==> src/ecms_pkg.sv <==
// constants, types and frame checksum shared by the encoder counter slave
package ecms_pkg;
	// ------------------------------------------------------------
	// timing
	// ------------------------------------------------------------
	localparam int CLK_HZ = 125_000_000;
	localparam int BAUD_BPS = 9600;
	localparam int FILT_UNIT_US = 1000;
	localparam int MS_CYCLES = CLK_HZ / 1_000_000 * FILT_UNIT_US;
	localparam int BAUD_DIV = CLK_HZ / BAUD_BPS;
	// 3.5 characters of 11 bit times, rounded up
	localparam int GAP_BITS = 39;
	localparam int GAP_CYCLES = BAUD_DIV * GAP_BITS;
	// ------------------------------------------------------------
	// frame layout
	// ------------------------------------------------------------
	localparam logic [7:0] SLAVE_ADDR = 8'h01;
	localparam logic [7:0] FUNC_READ = 8'h03;
	localparam logic [7:0] FUNC_WRITE = 8'h06;
	localparam int REQ_LEN = 8;
	localparam logic [4:0] HDR_LEN = 5'h03;
	localparam logic [4:0] CRC_LEN = 5'h02;
	localparam logic [15:0] CRC_INIT = 16'hffff;
	localparam logic [15:0] CRC_POLY = 16'ha001;
	localparam logic [15:0] CRC_GOOD = 16'h0000;
	// ------------------------------------------------------------
	// register addresses and values
	// ------------------------------------------------------------
	localparam logic [15:0] REG_MODE = 16'h0000;
	localparam logic [15:0] REG_ENC_LO = 16'h0010;
	localparam logic [15:0] REG_ENC_HI = 16'h0011;
	localparam logic [15:0] REG_CHA_LO = 16'h0020;
	localparam logic [15:0] REG_CHA_HI = 16'h0021;
	localparam logic [15:0] REG_CHB_LO = 16'h0022;
	localparam logic [15:0] REG_CHB_HI = 16'h0023;
	localparam logic [15:0] REG_CLEAR = 16'h0043;
	localparam logic [15:0] REG_PULLUP = 16'h0051;
	localparam logic [15:0] REG_FILT_A = 16'h00b4;
	localparam logic [15:0] REG_FILT_B = 16'h00b5;
	localparam logic [15:0] CLEAR_KEY = 16'h000a;
	localparam logic [15:0] MODE_IND = 16'h0001;
	localparam logic [15:0] PULLUP_ON = 16'h0001;

	typedef enum {TX_IDLE, TX_SEND, TX_WAIT} ecms_tx_t;

	// one byte of the reflected crc-16, lsb first
	function automatic logic [15:0] crc16Byte(input logic [15:0] crc, input logic [7:0] d);
		logic [15:0] c;
		c = crc ^ {8'h00, d};
		for (int i = 0; i < 8; i++)
			c = c[0] ? ((c >> 1) ^ CRC_POLY) : (c >> 1);
		return c;
	endfunction
endpackage

==> src/ecms_uart_if.sv <==
// byte stream carrier between the frame engine and the serial port
`timescale 1ns/1ps
interface ecms_uart_if;
	logic [7:0] txData;
	logic txValid;
	logic txReady;
	logic txBusy;
	logic [7:0] rxData;
	logic rxValid;
	modport uart(input txData, txValid, output txReady, txBusy, rxData, rxValid);
	modport host(output txData, txValid, input txReady, txBusy, rxData, rxValid);
endinterface
==> src/ecms_filter.sv <==
// input debounce: a new level is taken once it has held for the set time
`timescale 1ns/1ps
module ecms_filter (
	input wire logic sys_clk,
	input wire logic reset,
	input wire logic msTick,
	input wire logic [15:0] filtMs,
	input wire logic rawIn,
	output logic filtOut
);
	logic [15:0] held_r;
	wire elapsed = (held_r >= filtMs);

	// a setting of zero passes the input after one clock
	always_ff @(posedge sys_clk)
	begin
		if (reset)
		begin
			filtOut <= 1'b0;
			held_r <= 16'h0000;
		end
		else if (rawIn == filtOut)
			held_r <= 16'h0000;
		else if (elapsed)
		begin
			filtOut <= rawIn;
			held_r <= 16'h0000;
		end
		else if (msTick)
			held_r <= held_r + 16'h0001;
	end
endmodule

==> src/ecms_top.sv <==
// encoder and pulse counter reached as a serial rtu slave
// ------------------------------------------------------------
// Overview of operation
// host read request: address, 03, start, count, crc
// read reply: address, function, byte count, data, crc
// encoder count signed, low word at lower address
// independent counts unsigned, low word first
// single register write echoed back unchanged
// value 000a to register 0043 clears count
// inputs count correctly up to 50 khz
// thirty-two bit counts, about two billion range
// counts kept across power loss and restored
// mode 0 quadrature, mode 1 two counters
// mode write takes effect after restart only
// pull-up register enables input pull-ups
// per-channel filter time in milliseconds
// quadrature decoding single resolution only
// multi-word values low word first
// crc-16 checked; foreign or bad frames ignored
// ------------------------------------------------------------
//
// Decided for this implementation: the placing of the registers and strobed register access.
`timescale 1ns/1ps
module ecms_top #(
	parameter int MS_CYCLES = ecms_pkg::MS_CYCLES,
	parameter int BAUD_DIV = ecms_pkg::BAUD_DIV,
	parameter int GAP_CYCLES = ecms_pkg::GAP_CYCLES,
	parameter logic [7:0] SLAVE_ADDR = ecms_pkg::SLAVE_ADDR,
	parameter logic [15:0] MAX_READ = 16'h0008,
	parameter int COUNT_W = 32
) (
	input wire logic sys_clk,
	input wire logic reset,
	input wire logic rxd,
	output logic txd,
	output logic txEn,
	input wire logic firstCounterChannel,
	input wire logic secondCounterChannel,
	output logic pullUpEn,
	output logic activeMode,
	input wire logic [15:0] regAddr,
	input wire logic [15:0] regWdata,
	input wire logic regWr,
	input wire logic regRd,
	output logic [15:0] regRdata,
	input wire logic nvRestore,
	input wire logic [15:0] nvRestoreMode,
	input wire logic [COUNT_W-1:0] nvRestoreFirst,
	input wire logic [COUNT_W-1:0] nvRestoreSecond,
	output logic [15:0] nvMode,
	output logic [COUNT_W-1:0] nvFirst,
	output logic [COUNT_W-1:0] nvSecond
);
	import ecms_pkg::*;

	// ------------------------------------------------------------
	// shared register read decode
	// ------------------------------------------------------------
	function automatic logic [15:0] regRead(
		input logic [15:0] a,
		input logic [31:0] c1,
		input logic [31:0] c2,
		input logic [15:0] mode,
		input logic [15:0] pu,
		input logic [15:0] fa,
		input logic [15:0] fb
	);
		logic [15:0] v;
		v = 16'h0000;
		// encoder word order
		if (a == REG_ENC_LO)
			v = c1[15:0];
		else if (a == REG_ENC_HI)
			v = c1[31:16];
		// channel words low first
		else if (a == REG_CHA_LO)
			v = c1[15:0];
		else if (a == REG_CHA_HI)
			v = c1[31:16];
		else if (a == REG_CHB_LO)
			v = c2[15:0];
		else if (a == REG_CHB_HI)
			v = c2[31:16];
		else if (a == REG_MODE)
			v = mode;
		else if (a == REG_PULLUP)
			v = pu;
		else if (a == REG_FILT_A)
			v = fa;
		else if (a == REG_FILT_B)
			v = fb;
		return v;
	endfunction

	localparam int MSW = $clog2(MS_CYCLES);
	localparam logic [MSW-1:0] MS_MAX = MSW'(MS_CYCLES - 1);
	localparam int GW = $clog2(GAP_CYCLES + 1);
	localparam logic [GW-1:0] GAP_MAX = GW'(GAP_CYCLES);
	localparam logic [3:0] REQ_LAST = 4'(REQ_LEN - 1);

	ecms_uart_if uif();
	logic [MSW-1:0] msCnt_r;
	logic [GW-1:0] gapCnt_r;
	logic [7:0] rxBuf_r [REQ_LEN];
	logic [3:0] rxIdx_r;
	logic [15:0] rxCrc_r;
	logic reqPend_r;
	logic [15:0] modeCfg_r;
	logic [15:0] pullUp_r;
	logic [15:0] filtA_r;
	logic [15:0] filtB_r;
	logic activeMode_r;
	logic [COUNT_W-1:0] countFirst_r;
	logic [COUNT_W-1:0] countSecond_r;
	logic [COUNT_W-1:0] snapFirst_r;
	logic [COUNT_W-1:0] snapSecond_r;
	logic aFilt;
	logic bFilt;
	logic aPrev_r;
	logic bPrev_r;
	ecms_tx_t txState_r;
	logic [4:0] txIdx_r;
	logic [4:0] txLen_r;
	logic [7:0] txFunc_r;
	logic [7:0] txCount_r;
	logic [15:0] txStart_r;
	logic [15:0] txCrc_r;

	// ------------------------------------------------------------
	// serial port and input filters
	// ------------------------------------------------------------
	ecms_uart #(.BAUD_DIV(BAUD_DIV)) uUart (
		.sys_clk(sys_clk),
		.reset(reset),
		.rxd(rxd),
		.txd(txd),
		.bus(uif.uart)
	);

	wire msTick = (msCnt_r == MS_MAX);

	// independent filter per channel
	ecms_filter uFiltA (
		.sys_clk(sys_clk),
		.reset(reset),
		.msTick(msTick),
		.filtMs(filtA_r),
		.rawIn(firstCounterChannel),
		.filtOut(aFilt)
	);

	ecms_filter uFiltB (
		.sys_clk(sys_clk),
		.reset(reset),
		.msTick(msTick),
		.filtMs(filtB_r),
		.rawIn(secondCounterChannel),
		.filtOut(bFilt)
	);

	always_ff @(posedge sys_clk)
	begin
		if (reset || msTick)
			msCnt_r <= '0;
		else
			msCnt_r <= msCnt_r + 1'b1;
	end

	// ------------------------------------------------------------
	// request receive
	// ------------------------------------------------------------
	// a silent line longer than the frame gap restarts the frame
	wire gapHit = (gapCnt_r == GAP_MAX);
	wire rxFirst = gapHit || (rxIdx_r == 4'h0);
	wire [3:0] rxPos = rxFirst ? 4'h0 : rxIdx_r;
	wire rxLast = (rxPos == REQ_LAST);
	wire [15:0] rxCrcNxt = crc16Byte(rxFirst ? CRC_INIT : rxCrc_r, uif.rxData);
	// bytes arriving while we answer are dropped, so the echo source stays put
	wire rxTake = uif.rxValid && (txState_r == TX_IDLE);

	always_ff @(posedge sys_clk)
	begin
		if (reset || uif.rxValid)
			gapCnt_r <= reset ? GAP_MAX : '0;
		else if (!gapHit)
			gapCnt_r <= gapCnt_r + 1'b1;
	end

	always_ff @(posedge sys_clk)
	begin
		if (rxTake)
			rxBuf_r[rxPos[2:0]] <= uif.rxData;
	end

	always_ff @(posedge sys_clk)
	begin
		if (reset)
		begin
			rxIdx_r <= 4'h0;
			rxCrc_r <= CRC_INIT;
			reqPend_r <= 1'b0;
		end
		else
		begin
			reqPend_r <= 1'b0;
			if (rxTake)
			begin
				rxCrc_r <= rxCrcNxt;
				rxIdx_r <= rxLast ? 4'h0 : rxPos + 4'h1;
				// residue of zero means checksum good
				reqPend_r <= rxLast && (rxCrcNxt == CRC_GOOD);
			end
		end
	end

	// ------------------------------------------------------------
	// request decode
	// ------------------------------------------------------------
	wire [7:0] reqAddr = rxBuf_r[0];
	wire [7:0] reqFunc = rxBuf_r[1];
	wire [15:0] reqReg = {rxBuf_r[2], rxBuf_r[3]};
	wire [15:0] reqVal = {rxBuf_r[4], rxBuf_r[5]};
	wire regWritable = (reqReg == REG_MODE) || (reqReg == REG_CLEAR)
		|| (reqReg == REG_PULLUP) || (reqReg == REG_FILT_A) || (reqReg == REG_FILT_B);
	// another slave address gets no answer
	wire forUs = (reqAddr == SLAVE_ADDR);
	// read request with start and count
	wire readOk = (reqFunc == FUNC_READ) && (reqVal != 16'h0000) && (reqVal <= MAX_READ);
	wire writeOk = (reqFunc == FUNC_WRITE) && regWritable;
	wire accept = reqPend_r && forUs && (txState_r == TX_IDLE) && (readOk || writeOk);
	wire mbWr = accept && (reqFunc == FUNC_WRITE);

	// ------------------------------------------------------------
	// configuration registers
	// ------------------------------------------------------------
	// a serial write wins a same-cycle collision with the local port
	wire wrEn = mbWr || regWr;
	wire [15:0] wrAddr = mbWr ? reqReg : regAddr;
	wire [15:0] wrData = mbWr ? reqVal : regWdata;
	// clear key on the clear register
	wire doClear = wrEn && (wrAddr == REG_CLEAR) && (wrData == CLEAR_KEY);

	always_ff @(posedge sys_clk)
	begin
		if (reset)
		begin
			modeCfg_r <= 16'h0000;
			pullUp_r <= 16'h0000;
			filtA_r <= 16'h0000;
			filtB_r <= 16'h0000;
		end
		else
		begin
			// only the stored setting changes here
			if (nvRestore)
				modeCfg_r <= nvRestoreMode;
			else if (wrEn && (wrAddr == REG_MODE))
				modeCfg_r <= wrData;
			// pull-up control
			if (wrEn && (wrAddr == REG_PULLUP))
				pullUp_r <= wrData;
			// filter time settings
			if (wrEn && (wrAddr == REG_FILT_A))
				filtA_r <= wrData;
			if (wrEn && (wrAddr == REG_FILT_B))
				filtB_r <= wrData;
		end
	end

	// drive the pull-up enable
	assign pullUpEn = (pullUp_r == PULLUP_ON);

	// ------------------------------------------------------------
	// counting
	// ------------------------------------------------------------
	wire aRise = aFilt && !aPrev_r;
	wire bRise = bFilt && !bPrev_r;
	logic [COUNT_W-1:0] firstNxt;
	logic [COUNT_W-1:0] secondNxt;

	// mode 0: one step per rising edge of a, direction from b; mode 1: each channel counts up on its own rising edge
	always_comb
	begin
		firstNxt = countFirst_r;
		secondNxt = countSecond_r;
		if (activeMode_r)
		begin
			if (aRise)
				firstNxt = countFirst_r + 1'b1;
			if (bRise)
				secondNxt = countSecond_r + 1'b1;
		end
		else if (aRise)
			firstNxt = bFilt ? countFirst_r - 1'b1 : countFirst_r + 1'b1;
	end

	// full-rate edges into wrapping 32-bit counts
	always_ff @(posedge sys_clk)
	begin
		if (reset)
		begin
			aPrev_r <= 1'b0;
			bPrev_r <= 1'b0;
			activeMode_r <= 1'b0;
			countFirst_r <= '0;
			countSecond_r <= '0;
		end
		else
		begin
			aPrev_r <= aFilt;
			bPrev_r <= bFilt;
			// restart loads saved counts and mode
			if (nvRestore)
			begin
				activeMode_r <= (nvRestoreMode == MODE_IND);
				countFirst_r <= nvRestoreFirst;
				countSecond_r <= nvRestoreSecond;
			end
			else if (doClear)
			begin
				countFirst_r <= '0;
				countSecond_r <= '0;
			end
			else
			begin
				countFirst_r <= firstNxt;
				countSecond_r <= secondNxt;
			end
		end
	end

	// live values for the external save store
	assign nvMode = modeCfg_r;
	assign nvFirst = countFirst_r;
	assign nvSecond = countSecond_r;
	assign activeMode = activeMode_r;

	// ------------------------------------------------------------
	// local register port
	// ------------------------------------------------------------
	always_ff @(posedge sys_clk)
	begin
		if (reset || !regRd)
			regRdata <= 16'h0000;
		else
			regRdata <= regRead(regAddr, 32'(countFirst_r), 32'(countSecond_r),
				modeCfg_r, pullUp_r, filtA_r, filtB_r);
	end

	// ------------------------------------------------------------
	// reply transmit
	// ------------------------------------------------------------
	wire [4:0] dataOff = txIdx_r - HDR_LEN;
	wire [15:0] txRegAddr = txStart_r + {12'h000, dataOff[4:1]};
	// snapshots keep a 32-bit value from tearing across two words
	wire [15:0] txWord = regRead(txRegAddr, 32'(snapFirst_r), 32'(snapSecond_r),
		modeCfg_r, pullUp_r, filtA_r, filtB_r);
	wire isCrcLo = (txIdx_r == txLen_r - CRC_LEN);
	wire isCrcHi = (txIdx_r == txLen_r - 5'h01);
	wire txLastByte = isCrcHi;
	logic [7:0] txByte;

	// read reply byte order
	always_comb
	begin
		if (txFunc_r == FUNC_WRITE)
			txByte = rxBuf_r[txIdx_r[2:0]];
		else if (txIdx_r == 5'h00)
			txByte = SLAVE_ADDR;
		else if (txIdx_r == 5'h01)
			txByte = txFunc_r;
		else if (txIdx_r == 5'h02)
			txByte = txCount_r;
		else if (isCrcLo)
			txByte = txCrc_r[7:0];
		else if (isCrcHi)
			txByte = txCrc_r[15:8];
		else
			txByte = dataOff[0] ? txWord[7:0] : txWord[15:8];
	end

	assign uif.txData = txByte;
	assign uif.txValid = (txState_r == TX_SEND);
	assign txEn = (txState_r != TX_IDLE);

	always_ff @(posedge sys_clk)
	begin
		if (reset)
		begin
			txState_r <= TX_IDLE;
			txIdx_r <= 5'h00;
			txLen_r <= 5'h00;
			txFunc_r <= 8'h00;
			txCount_r <= 8'h00;
			txStart_r <= 16'h0000;
			txCrc_r <= CRC_INIT;
			snapFirst_r <= '0;
			snapSecond_r <= '0;
		end
		else
		begin
			case (txState_r)
				TX_IDLE:
				begin
					if (accept)
					begin
						txState_r <= TX_SEND;
						txIdx_r <= 5'h00;
						txCrc_r <= CRC_INIT;
						txFunc_r <= reqFunc;
						txStart_r <= reqReg;
						txCount_r <= {reqVal[6:0], 1'b0};
						snapFirst_r <= countFirst_r;
						snapSecond_r <= countSecond_r;
						// echo length equals request length
						txLen_r <= (reqFunc == FUNC_WRITE) ? 5'(REQ_LEN)
							: HDR_LEN + {reqVal[3:0], 1'b0} + CRC_LEN;
					end
				end
				TX_SEND:
				begin
					if (uif.txReady)
					begin
						// the checksum bytes must not fold into the value they carry
						if (!isCrcLo && !isCrcHi)
							txCrc_r <= crc16Byte(txCrc_r, txByte);
						txIdx_r <= txIdx_r + 5'h01;
						if (txLastByte)
							txState_r <= TX_WAIT;
					end
				end
				TX_WAIT:
				begin
					if (!uif.txBusy)
						txState_r <= TX_IDLE;
				end
				default:
					txState_r <= TX_IDLE;
			endcase
		end
	end
endmodule

==> src/ecms_uart.sv <==
// 8n1 serial byte receiver and transmitter
`timescale 1ns/1ps
module ecms_uart #(
	parameter int BAUD_DIV = ecms_pkg::BAUD_DIV
) (
	input wire logic sys_clk,
	input wire logic reset,
	input wire logic rxd,
	output logic txd,
	ecms_uart_if.uart bus
);
	import ecms_pkg::*;
	localparam int CW = $clog2(BAUD_DIV + 1);
	localparam logic [CW-1:0] DIV_M1 = CW'(BAUD_DIV - 1);
	localparam logic [CW-1:0] DIV_HALF = CW'(BAUD_DIV / 2);
	localparam logic [3:0] FRAME_BITS = 4'ha;
	localparam logic [3:0] STOP_BIT = 4'h9;
	logic [CW-1:0] rxCnt_r;
	logic [3:0] rxBit_r;
	logic [7:0] rxSh_r;
	logic rxAct_r;
	logic [CW-1:0] txCnt_r;
	logic [3:0] txBit_r;
	logic [9:0] txSh_r;

	assign bus.txReady = (txBit_r == 4'h0);
	assign bus.txBusy = !bus.txReady;
	assign txd = txSh_r[0];

	// sample mid-bit; a start bit high at its middle is a glitch
	always_ff @(posedge sys_clk)
	begin
		if (reset)
		begin
			rxAct_r <= 1'b0;
			rxCnt_r <= '0;
			rxBit_r <= 4'h0;
			rxSh_r <= 8'h00;
			bus.rxValid <= 1'b0;
			bus.rxData <= 8'h00;
		end
		else
		begin
			bus.rxValid <= 1'b0;
			if (!rxAct_r)
			begin
				rxAct_r <= !rxd;
				rxCnt_r <= DIV_HALF;
				rxBit_r <= 4'h0;
			end
			else if (rxCnt_r != '0)
				rxCnt_r <= rxCnt_r - 1'b1;
			else
			begin
				rxCnt_r <= DIV_M1;
				rxBit_r <= rxBit_r + 4'h1;
				if (rxBit_r == STOP_BIT)
				begin
					rxAct_r <= 1'b0;
					bus.rxValid <= rxd;
					bus.rxData <= rxSh_r;
				end
				else if (rxBit_r != 4'h0)
					rxSh_r <= {rxd, rxSh_r[7:1]};
				else if (rxd)
					rxAct_r <= 1'b0;
			end
		end
	end

	always_ff @(posedge sys_clk)
	begin
		if (reset)
		begin
			txSh_r <= 10'h3ff;
			txBit_r <= 4'h0;
			txCnt_r <= '0;
		end
		else if (bus.txValid && bus.txReady)
		begin
			txSh_r <= {1'b1, bus.txData, 1'b0};
			txBit_r <= FRAME_BITS;
			txCnt_r <= DIV_M1;
		end
		else if (txBit_r != 4'h0)
		begin
			if (txCnt_r != '0)
				txCnt_r <= txCnt_r - 1'b1;
			else
			begin
				txCnt_r <= DIV_M1;
				txSh_r <= {1'b1, txSh_r[9:1]};
				txBit_r <= txBit_r - 4'h1;
			end
		end
	end
endmodule

==> config.mk <==
export PLATFORM = sky130hd
export DESIGN_NAME = ecms_top
export DESIGN_NICKNAME = d
export VERILOG_FILES = /design/src/ecms_pkg.sv /design/src/ecms_uart_if.sv /design/src/ecms_filter.sv /design/src/ecms_top.sv /design/src/ecms_uart.sv
export SDC_FILE = /design/constraint.sdc
export NUM_CORES = 1
export LEC_CHECK = 0
export BUFFER_PORTS_ARGS = -buffer_cell sky130_fd_sc_hd__buf_2
export CORE_MARGIN = 2
export CORE_UTILIZATION = 46
export DETAILED_ROUTE_END_ITERATION = 7
export GPL_TIMING_DRIVEN = 0
export SYNTH_ARGS = -nofsm -noshare
export SYNTH_HDL_FRONTEND = slang
export SYNTH_HIERARCHICAL = 1
export SYNTH_SLANG_ARGS = --single-unit
export TNS_END_PERCENT = 1
==> constraint.sdc <==
create_clock -name sys_clk -period 16.4 [get_ports sys_clk]
set_clock_uncertainty 0.05 [all_clocks]
set_input_delay 0.82 -clock sys_clk [delete_from_list [all_inputs] [get_ports sys_clk]]
set_output_delay 0.82 -clock sys_clk [all_outputs]
set_load 0.03 [all_outputs]
After elaboration in Yosys (flattened, before gate mapping). Memories as Yosys holds them, arrays and structs flattened. A register that Yosys moved wholly into a read port is not among the register bits. Cells that the tools add are included.

Register bits after elaboration: 454. Latch bits: 0. Bits in writable memories: 64. Memory bits (read-only): 0. Output and inout bits: 100. Memories: 1.

Memories: rxBuf_r (depth 8, width 8, read ports 7, clocked after Yosys merged registers in 1, write ports 1, line ecms_top.sv:104) `logic [7:0] rxBuf_r [REQ_LEN];`.

Add/sub/neg operators: 19. $mul: 0. Divide/modulo/power cells: 0. Magnitude comparators: 3. Equal/unequal tests: 53. Shift operators: 0. Multiplexer cells: 96. Bitwise gates (word level): 25. Reduce and logical (&&, ||, !) cells: 75.

Operators with widths (number): $mux W16 (44); $mux W32 (14); $eq A16 B6 Y1 const B (8); $eq A16 B8 Y1 const B (8); $eq A16 B7 Y1 const B (6); $pmux W32 S3 (1); $logic_not A16 Y1 (5); $add A32 B1 Y32 const B (2); $eq A16 B5 Y1 const B (4); $eq A32 B2 Y1 const B (2); $logic_not A32 Y1 (2); $mux W19 (3); $mux W14 (4); $mux W8 (7); $not A2 Y3 (16); $add A16 B1 Y16 const B (2); $eq A16 B1 Y1 const B (2); $eq A32 B1 Y1 const B (1); $ge A16 B16 Y1 (2); $pmux W16 S2 (1); $reduce_bool A32 Y1 (1); $sub A32 B1 Y32 const B (1); $xor A16 B8 Y16 (2); $reduce_bool A14 Y1 (2); 49 further kinds (131).

Depth between registers and ports, before layout. Gate-level depths: netlist (run 1).

Word-level depth: 40. Mapped depth: 23.

By module. Netlist (run 1), hierarchy kept.

By module, submodules not included: ecms_top (instances 1, cells an instance 2648, area each 21938.5 um2, seq. area each 8718.4 um2); ecms_uart (instances 1, cells an instance 333, area each 2871.5 um2, seq. area each 1261.2 um2); ecms_filter (instances 2, cells an instance 139, area each 1174.9 um2, seq. area each 340.3 um2).

Worst setup path before layout (run 1). OpenSTA, ideal clock, no wires.

Path type: reg-to-reg. Start point: reg txIdx_r[0]. End point: reg txCrc_r[15]. Setup time: 0.120 ns. Arrival time: 5.023 ns. Data required time: 16.230 ns. Path slack: 11.207 ns. Cell stages (with the launch flop): 24. Path buffers: 6. Period minus slack after synthesis: 5.193 ns. Path through: dfxtp_1 -> buf_2 -> buf_1 -> buf_6 -> a21oi_1 -> xor2_1 -> ha_1 -> buf_6 -> nand3_1 -> o22a_1 -> buf_6 -> o21a_4 -> or4_4 -> nor3_4 -> buf_4 -> a32oi_1 -> a21oi_2 -> nor3_1 -> a211oi_4 -> xnor2_2 -> xnor3_1 -> xnor3_2 -> a31oi_1 -> or2_1.

Cells in the longest elaborated chain, start to end: 33.

Ends and longest elaborated chain: start, declared (line ecms_top.sv:122) `logic [4:0] txIdx_r;`; start signal, assigned (line ecms_top.sv:427) `txIdx_r <= txIdx_r + 5'h01;`; $sub A5 B2 Y5 (line ecms_top.sv:353) `wire [4:0] dataOff = txIdx_r - HDR_LEN;`; $add A16 B4 Y16 (line ecms_top.sv:354) `wire [15:0] txRegAddr = txStart_r + {12'h000, dataOff[4:1]};`; $eq A16 B8 Y1 (line ecms_top.sv:90) `else if (a == REG_FILT_B)`; $mux W16 (line ecms_top.sv:90); $mux W16 (line ecms_top.sv:88) `else if (a == REG_FILT_A)`; $mux W16 (line ecms_top.sv:86) `else if (a == REG_PULLUP)`; $mux W16 (line ecms_top.sv:84) `else if (a == REG_MODE)`; $mux W16 (line ecms_top.sv:82) `else if (a == REG_CHB_HI)`; (+11 left out); $mux W8 (line ecms_top.sv:366) `if (txFunc_r == FUNC_WRITE)`; $xor A16 B8 Y16 (line ecms_pkg.sv:49) `c = crc ^ {8'h00, d};`; $mux W16 or $not A2 Y3 (tied branches) (6 in series); $not A2 Y3 (no source line) or $mux W16 (tied branches); $mux W16 (2 in series) (line ecms_pkg.sv:51) `c = c[0] ? ((c >> 1) ^ CRC_POLY) : (c >> 1);`; $mux W16 (line ecms_top.sv:425) `if (!isCrcLo && !isCrcHi)`; $mux W16 (line ecms_top.sv:422) `if (uif.txReady)`; $pmux W16 S2 (line ecms_top.sv:402) `case (txState_r)`; end signal, assigned (line ecms_top.sv:426) `txCrc_r <= crc16Byte(txCrc_r, txByte);`; end, declared (line ecms_top.sv:127) `logic [15:0] txCrc_r;`.

Several ways; a longest one is shown, not always the timed one. The select of a mux whose other input is x is not followed. A chain may end at the register's enable or synchronous reset.

Final worst setup path (run 1).
Start point: reg txIdx_r[0]. End point: reg txCrc_r[15].

Cells in the longest elaborated chain, start to end: 33.

Ends and longest elaborated chain: $sub A5 B2 Y5 (line ecms_top.sv:353); $add A16 B4 Y16 (line ecms_top.sv:354); $eq A16 B8 Y1 (line ecms_top.sv:90); $mux W16 (line ecms_top.sv:90); $mux W16 (line ecms_top.sv:88); $mux W16 (line ecms_top.sv:86); $mux W16 (line ecms_top.sv:84); $mux W16 (line ecms_top.sv:82); (+12 left out); via txByte[5] (line ecms_top.sv:361) `logic [7:0] txByte;`; $xor A16 B8 Y16 * (line ecms_pkg.sv:49); $mux W16 * (4 in series) (line ecms_pkg.sv:51); $not A2 Y3 (no source line); $mux W16 * (4 in series) (line ecms_pkg.sv:51); $mux W16 * (line ecms_top.sv:425); $mux W16 * (line ecms_top.sv:422); $pmux W16 S2 * (line ecms_top.sv:402).

The timed path passes the listed nets; every way through them passes the cells marked *. The select of a mux whose other input is x is not followed.

==> metrics.txt, run 1 <==
status=finished, violations left; failing checks=DRC; PwrDens=about 99 nW/µm²; final slew viol count=0; clk sink count=roughly 490; clk root buf=clkbuf_16; crit start category=flip-flop; Netlist Area Pre-Place=27160 µm²; Ys Warns=6; Initial DRC Count=around 2700; DP Cell Count=between 4000 and 5000; GR Util All Layers=approximately 34%; initial core utilization=a little under half; Synth Instances=roughly 3300; drt pass-1 iters=8; Clock Tree Buf Depth=3; HPWL Detailed=slightly above 80000 µm; initial antenna violation count=5; critical path, cell by cell=buf_2, buf_1, buf_6, a21oi_1, xor2_1, ha_1, buf_6, a211oi_4, or4_1, nand2_1, nor3_1, nand2_1, o2111ai_1, o211ai_1, a2bb2oi_1, xnor2_1, xnor2_1, xnor3_1, xnor3_2, a31oi_1, or2_1; final WL=107300 µm; layout cell share with drive strength beyond 1=approximately 13%; syn nets=3441; critical setup path kind=flip-flop to flip-flop; Hold-fix buffers, CTS=0; Worst-path clk slew=0.06 ns; Final Hold Vio Count=0; core area=58690 µm²; CTS tree=done; area grow syn2layout=15.19%; post-route ant nets=0; Layout Nets=around 3700; gr ovfl total=0; Skew-Pair Late Insertion Delay=about 0.62 ns; Vias=26877; clock period minus worst slack=roughly 7 ns; fmax=140.0 MHz; Yosys cell types=approximately 110; Crit. End Element=flip-flop; Post-CTS Setup Inserts=0; pre-CTS setup slack=~9.6 ns; Worst path slowest cell=nor3_1; Slew @ Worst Pin=between 1 and 1.5 ns; gp weighted congestion=0.9991; die area=between 60000 and 70000 µm²; die height=roughly 250 µm; Fin Setup TNS=0 ns; WL per Instance=~25 µm; num ports=220; DRC=4; Post-Layout Cell Count=about 4400; maxcap violations=0; crit-path max cell delay=0.86 ns; Final setup viols=0; Avg Vias per Cell=between 6 and 7; EDFF count, synth=just over 80; ANT cells=0; first-pass GRT wire length=157300 µm; setup ws final=a little over 9 ns; Die Span X=between 200 and 250 µm; CTS H-tree depth=2; RSZ-0062 raised after global routing=false; maximum vdd ir drop=approximately 0.00010 V; CP Data Required Time=16.85 ns; flop and latch count out of synthesis=between 400 and 500; Buffers on Ports=approximately 220; Primary FF master, synth=dfxtp_1; post-synthesis sequential area ratio=slightly below 40%; num rows=between 80 and 90; Hold Path Class=flip-flop to flip-flop; WP data arrival=between 7 and 8 ns; cts repair resizes=0; Post-synth ARST share=0%; leakage=11.41 nW; largest net degree at the start of global routing=20; crit-path max FO=10; vias in the first global route=between 20000 and 30000; Syn Area/Cell=around 8.3 µm²; CTS Buf Count=55; final period utilization=a little over two fifths; max_slew headroom=12.84%
==> synthesized netlist by cell type (all sizes together), types with 14 or more instances <==
cell | count | area share, %
a211o | 14 | 0.45
a211oi | 45 | 1.3
a21o | 38 | 1.1
a21oi | 341 | 6.3
a222oi | 16 | 0.59
a22oi | 29 | 0.80
a31oi | 65 | 1.6
and2 | 17 | 0.40
and3 | 30 | 0.69
buf | 40 | 1.1
clkbuf | 178 | 2.5
dfxtp | 408 | 30
edfxtp | 83 | 9.2
ha | 61 | 2.8
inv | 91 | 1.3
mux2 | 23 | 0.95
mux2i | 82 | 3.0
mux4 | 18 | 1.5
nand2 | 482 | 6.7
nand2b | 37 | 0.91
nand3 | 99 | 1.9
nand4 | 56 | 1.4
nor2 | 292 | 4.0
nor2b | 23 | 0.53
nor3 | 122 | 2.3
nor4 | 43 | 1.1
o21ai | 91 | 1.7
o21bai | 24 | 0.66
o22ai | 17 | 0.39
or2 | 17 | 0.39
or3 | 26 | 0.60
or4 | 15 | 0.48
xnor2 | 75 | 2.6
xor2 | 76 | 2.5
==> metrics by stage <==
stage | util, % | power [mW] | instance area (µm²) | hold WS (ns)
after floorplan | - | 1.604 | 27160 | 0.3760
after global placement | 49.78 | 1.744 | 29210 | 0.3866
after detailed placement | 49.91 | 1.758 | 29290 | 0.3925
after CTS | 53.30 | 3.105 | 31280 | 0.3916
after global routing | 53.31 | 3.202 | 31290 | 0.4171
final | 53.31 | 3.095 | 31290 | 0.4009
==> layout by cell type (no fill, tap or decap), types with 35 or more instances in the layout <==
cell type / count
nand2_1: 481
dfxtp_1: 408
a21oi_1: 339
nor2_1: 291
buf_2: 225
clkbuf_1: 188
nor3_1: 119
nand3_1: 97
inv_1: 91
o21ai_0: 85
edfxtp_1: 83
mux2i_1: 82
xor2_1: 76
xnor2_1: 70
a31oi_1: 64
ha_1: 61
clkbuf_16: 56
nand4_1: 52
a211oi_1: 43
a21o_1: 38
nor4_1: 36
nand2b_1: 35
==> critical path, delay by kind of cell (launching register included) <==
family	cells	cell delay, ns
adder cells (fa/ha/maj)	1	0.31
AO/OA/AOI/OAI	6	1.57
AND/OR/NAND/NOR	5	1.77
buffers and inverters	4	1.69
XOR/XNOR	5	1.21
flip-flops	1	0.38
==> state kept, by name (all words and copies together) (netlist names), 9 cells and up, named ones only <==
register,cells
uFiltB/held_r,16
filtA_r,16
gapCnt_r,19
snapFirst_r,32
uFiltA/held_r,16
nvFirst,32
snapSecond_r,32
filtB_r,16
pullUp_r,16
uUart/rxCnt_r,14
uUart/txSh_r,9
nvSecond,32
txStart_r,16
txCrc_r,16
regRdata,16
uUart/txCnt_r,14
rxBuf_r,64
rxCrc_r,16
msCnt_r,17
nvMode,16
==> cells by family after synthesis <==
family,after synthesis,share of synthesized area [%]
AOI/OAI and AO/OA,814,19.50
xor gates and xnor gates,153,5.178
adders and majority gates,62,2.884
buffers and inverters,309,4.777
DFF,491,39.25
muxes,123,5.468
and+or+nand+nor,1307,22.94
==> where the power goes <==
group	internal [mW]	total, mW	switching [mW]
Combinational	0.144	0.411	0.268
Sequential	1.27	1.33	0.0564
Clock	0.830	1.36	0.526
==> final timing paths <==
kind,start,to,slack (ns),cells after the start
setup / recovery,txIdx_r[0]$_SDFFE_PP0P_,txCrc_r[15]$_SDFFE_PP1P_,9.26,21
hold / removal,snapFirst_r[2]$_SDFFE_PP0P_,snapFirst_r[2]$_SDFFE_PP0P_,0.40,2
setup reg to reg,txIdx_r[0]$_SDFFE_PP0P_,txCrc_r[15]$_SDFFE_PP1P_,9.26,21
hold reg to reg,snapFirst_r[2]$_SDFFE_PP0P_,snapFirst_r[2]$_SDFFE_PP0P_,0.40,2
==> final cells by class <==
| cell class | count | area [µm²] |
|---|---|---|
| clock inverters | 22 | 359.1 |
| multi-input cells | 2459 | 15250 |
| plain buffers | 218 | 955.9 |
| well taps | 773 | 967.2 |
| fillers | 5566 | 27400 |
| inverters | 91 | 341.6 |
| flip-flops and latches | 491 | 10660 |
| repair buffers | 222 | 1124 |
| clock buffers | 80 | 1632 |
==> metal layers <==
layer  GRT usage (%)  wire [µm]  vias to the layer above
li1                -          -                    12337
met1           45.65      45280                    13127
met2           55.71      49720                     1186
met3           4.309       7621                      225
met4           14.09       4642                        2
met5               0         11                        -
Note: power is estimated with default switching activity, not from simulation.
==> inputs of run 2 (changes only) <==
Settings changed: PLACE_DENSITY from default to 0.66.
Clock period 16.4 ns to 6.29 ns, I/O delays scaled along.
==> run 2 against run 1 <==
Against the previous run:
- the flow still finishes with violations (DRC)
- count of clock-buffer cells in the layout down 8
- sequential share of layout area down 0.68 points
- sequential power rose to 2.6 times the previous value
- via count up 1.0%
- first-iteration DRC count up 19%
- clock power up 150%
- cell area up 2.0%
- non-clock buffer count up 70
- hold slack worse by 0.37 ns
- critical path depth down 1
- register-to-register slack worse by 9.2 ns
- power rose to 2.6 times the previous value
==> metrics.txt, run 2 (synthesis results as in run 1) <==
status=finished, violations left; failing checks=DRC; die height=247.0 µm; final slew viol count=0; most common library cell in the layout ignoring fill and taps=nand2_1; maxcap violations=0; WP data arrival=~6.7 ns; critical setup path kind=flip-flop to flip-flop; die area=approximately 61000 µm²; pre-CTS setup slack=-0.2564 ns; initial antenna violation count=1; most frequent cells in the layout=481 x nand2_1, 408 x dfxtp_1, 339 x a21oi_1; Final setup viols=0; post-route ant nets=0; register area=~11000 µm²; WL per Instance=approximately 23 µm; crit-path max cell delay=around 0.56 ns; hold_sp=nvRestoreFirst[30]; PwrDens=about 250 nW/µm²; Final Hold Vio Count=0; Die Span X=~250 µm; critical path, cell by cell=clkbuf_4, inv_1, buf_6, ha_1, ha_1, fa_1, buf_2, xnor2_1, o21ai_4, nor4_4, a32oi_1, a311oi_1, a311o_1, nor3_1, a211oi_4, xnor2_2, xnor3_1, xnor3_2, a31oi_1, or2_1; setup ws final=about 0.083 ns; Worst-path clk slew=approximately 0.060 ns; final WL=between 100000 and 150000 µm; layout cell share with drive strength beyond 1=approximately 13%; CTS H-tree depth=2; max FFs per register=64; fmax=~160 MHz; gr ovfl total=0; drt pass-1 iters=8; largest net degree at the start of global routing=20; CTS tree=done; Post-CTS Setup Inserts=0; DRC=13; crit-path max FO=11; Buffers on Ports=approximately 220; Hold Path Class=input port to flip-flop; first-pass GRT wire length=between 150000 and 200000 µm; clock period minus worst slack=slightly above 6 ns; ANT cells=0; HPWL Detailed=~76000 µm; maximum vdd ir drop=0.0002158 V; fillers=5576; initial core utilization=between 40% and 50%; Skew-Pair Late Insertion Delay=0.62 ns; clk root buf=clkbuf_16; core area=just under 60000 µm²; max_slew headroom=19.02%; area grow syn2layout=17.54%; Clock Tree Buf Depth=3; Vias=~27000; CP bufs+invs=4; leakage=between 10 and 15 nW; Avg Vias per Cell=6.133; GR Util All Layers=between 30% and 40%; num rows=89; num ports=220; Worst path slowest cell=xnor2_1; Top Family by Delay on Critical Path=compound AO/OA/AOI/OAI gates; Worst R2R Start=txIdx_r[0]$_SDFFE_PP0P_; clk sink count=491; CTS Buf Count=between 50 and 60; CP Data Required Time=around 6.8 ns; gp weighted congestion=about 1.0; Setup crit start=txIdx_r[0]$_SDFFE_PP0P_; vias in the first global route=approximately 25000; final period utilization=between 90% and 100%; crit start category=flip-flop; Initial DRC Count=between 3000 and 4000; cell mode on critical path=ha_1; Slew @ Worst Pin=1.181 ns; area occupied by multi-input gates=around 15000 µm²; Layout Nets=between 3000 and 4000; Crit. End Element=flip-flop; final core area utilization=54.40%; RSZ-0062 raised after global routing=true
run 2: changes by cell type in the layout (fill, tap and decap cells not counted), moves of 2 or more:
cell           previous run  this run
clkbuf_8                 14         5
clkinv_2                  7        17
dlygate4sd3_1             0        71
nor3_1                  119       117
nor3_2                    1         3
run 2: area by class of cell:
cell class                      count  share of cell area (%)
Tap cell                          773                   3.030
Timing Repair Buffer              293                   5.758
Sequential cell                   491                   33.39
Clock inverter                     30                   1.121
Buffer                            217                   3.006
Multi-Input combinational cell   2459                   47.89
Clock buffer                       72                   4.735
Inverter                           91                   1.070
run 2: routing by layer:
metal  part of all wire [%]  GRT usage [%]  vias to the layer above
met5                  0.013              0                        -
met4                    4.2          12.81                        2
met3                     10          7.174                      290
met2                     43          49.01                     1481
met1                     42          45.37                    12904
li1                       -              -                    12469
run 2: worst paths after layout:
path	end	slack, ns	cells past startpoint
worst min-delay path	nvFirst[30]$_SDFFE_PP0P_	0.03	3
worst max register to register	txCrc_r[15]$_SDFFE_PP1P_	0.08	20
worst max-delay path	txCrc_r[15]$_SDFFE_PP1P_	0.08	20
worst min register to register	snapFirst_r[19]$_SDFFE_PP0P_	0.40	2
run 2: tightest hold or removal path: stages:
cell     delay (ns)
buf_2          0.13
a21oi_1        0.14
nor3_1         0.06
run 2: metrics by stage:
step	hold WS, ns	instances	setup TNS, ns	cell area (µm²)	total power [mW]
2_1_floorplan	0.3408	3259	0	27160	4.183
3_3_place_gp	0.3833	4249	-0.5395	29210	4.522
3_5_place_dp	0.3936	4254	-0.5007	29280	4.543
4_1_cts	0.002785	4427	0	31880	7.937
5_1_grt	0.009065	4426	-0.06352	31920	8.186
6_report	0.02687	4426	0	31920	7.936
run 2: timing repair:
action | 4_1_cts | 5_1_grt
hold buffers | 71 | 0
pin swaps | 0 | 2
endpoints found under the setup margin | 13 | 37
gates resized for setup | 4 | 9
hold endpoints to repair | 74 | 0
run 2: power breakdown:
part | switching (mW) | internal, mW
registers | 0.134 | 3.31
clock network | 1.38 | 2.02
logic | 0.688 | 0.404
total | 2.20 | 5.73
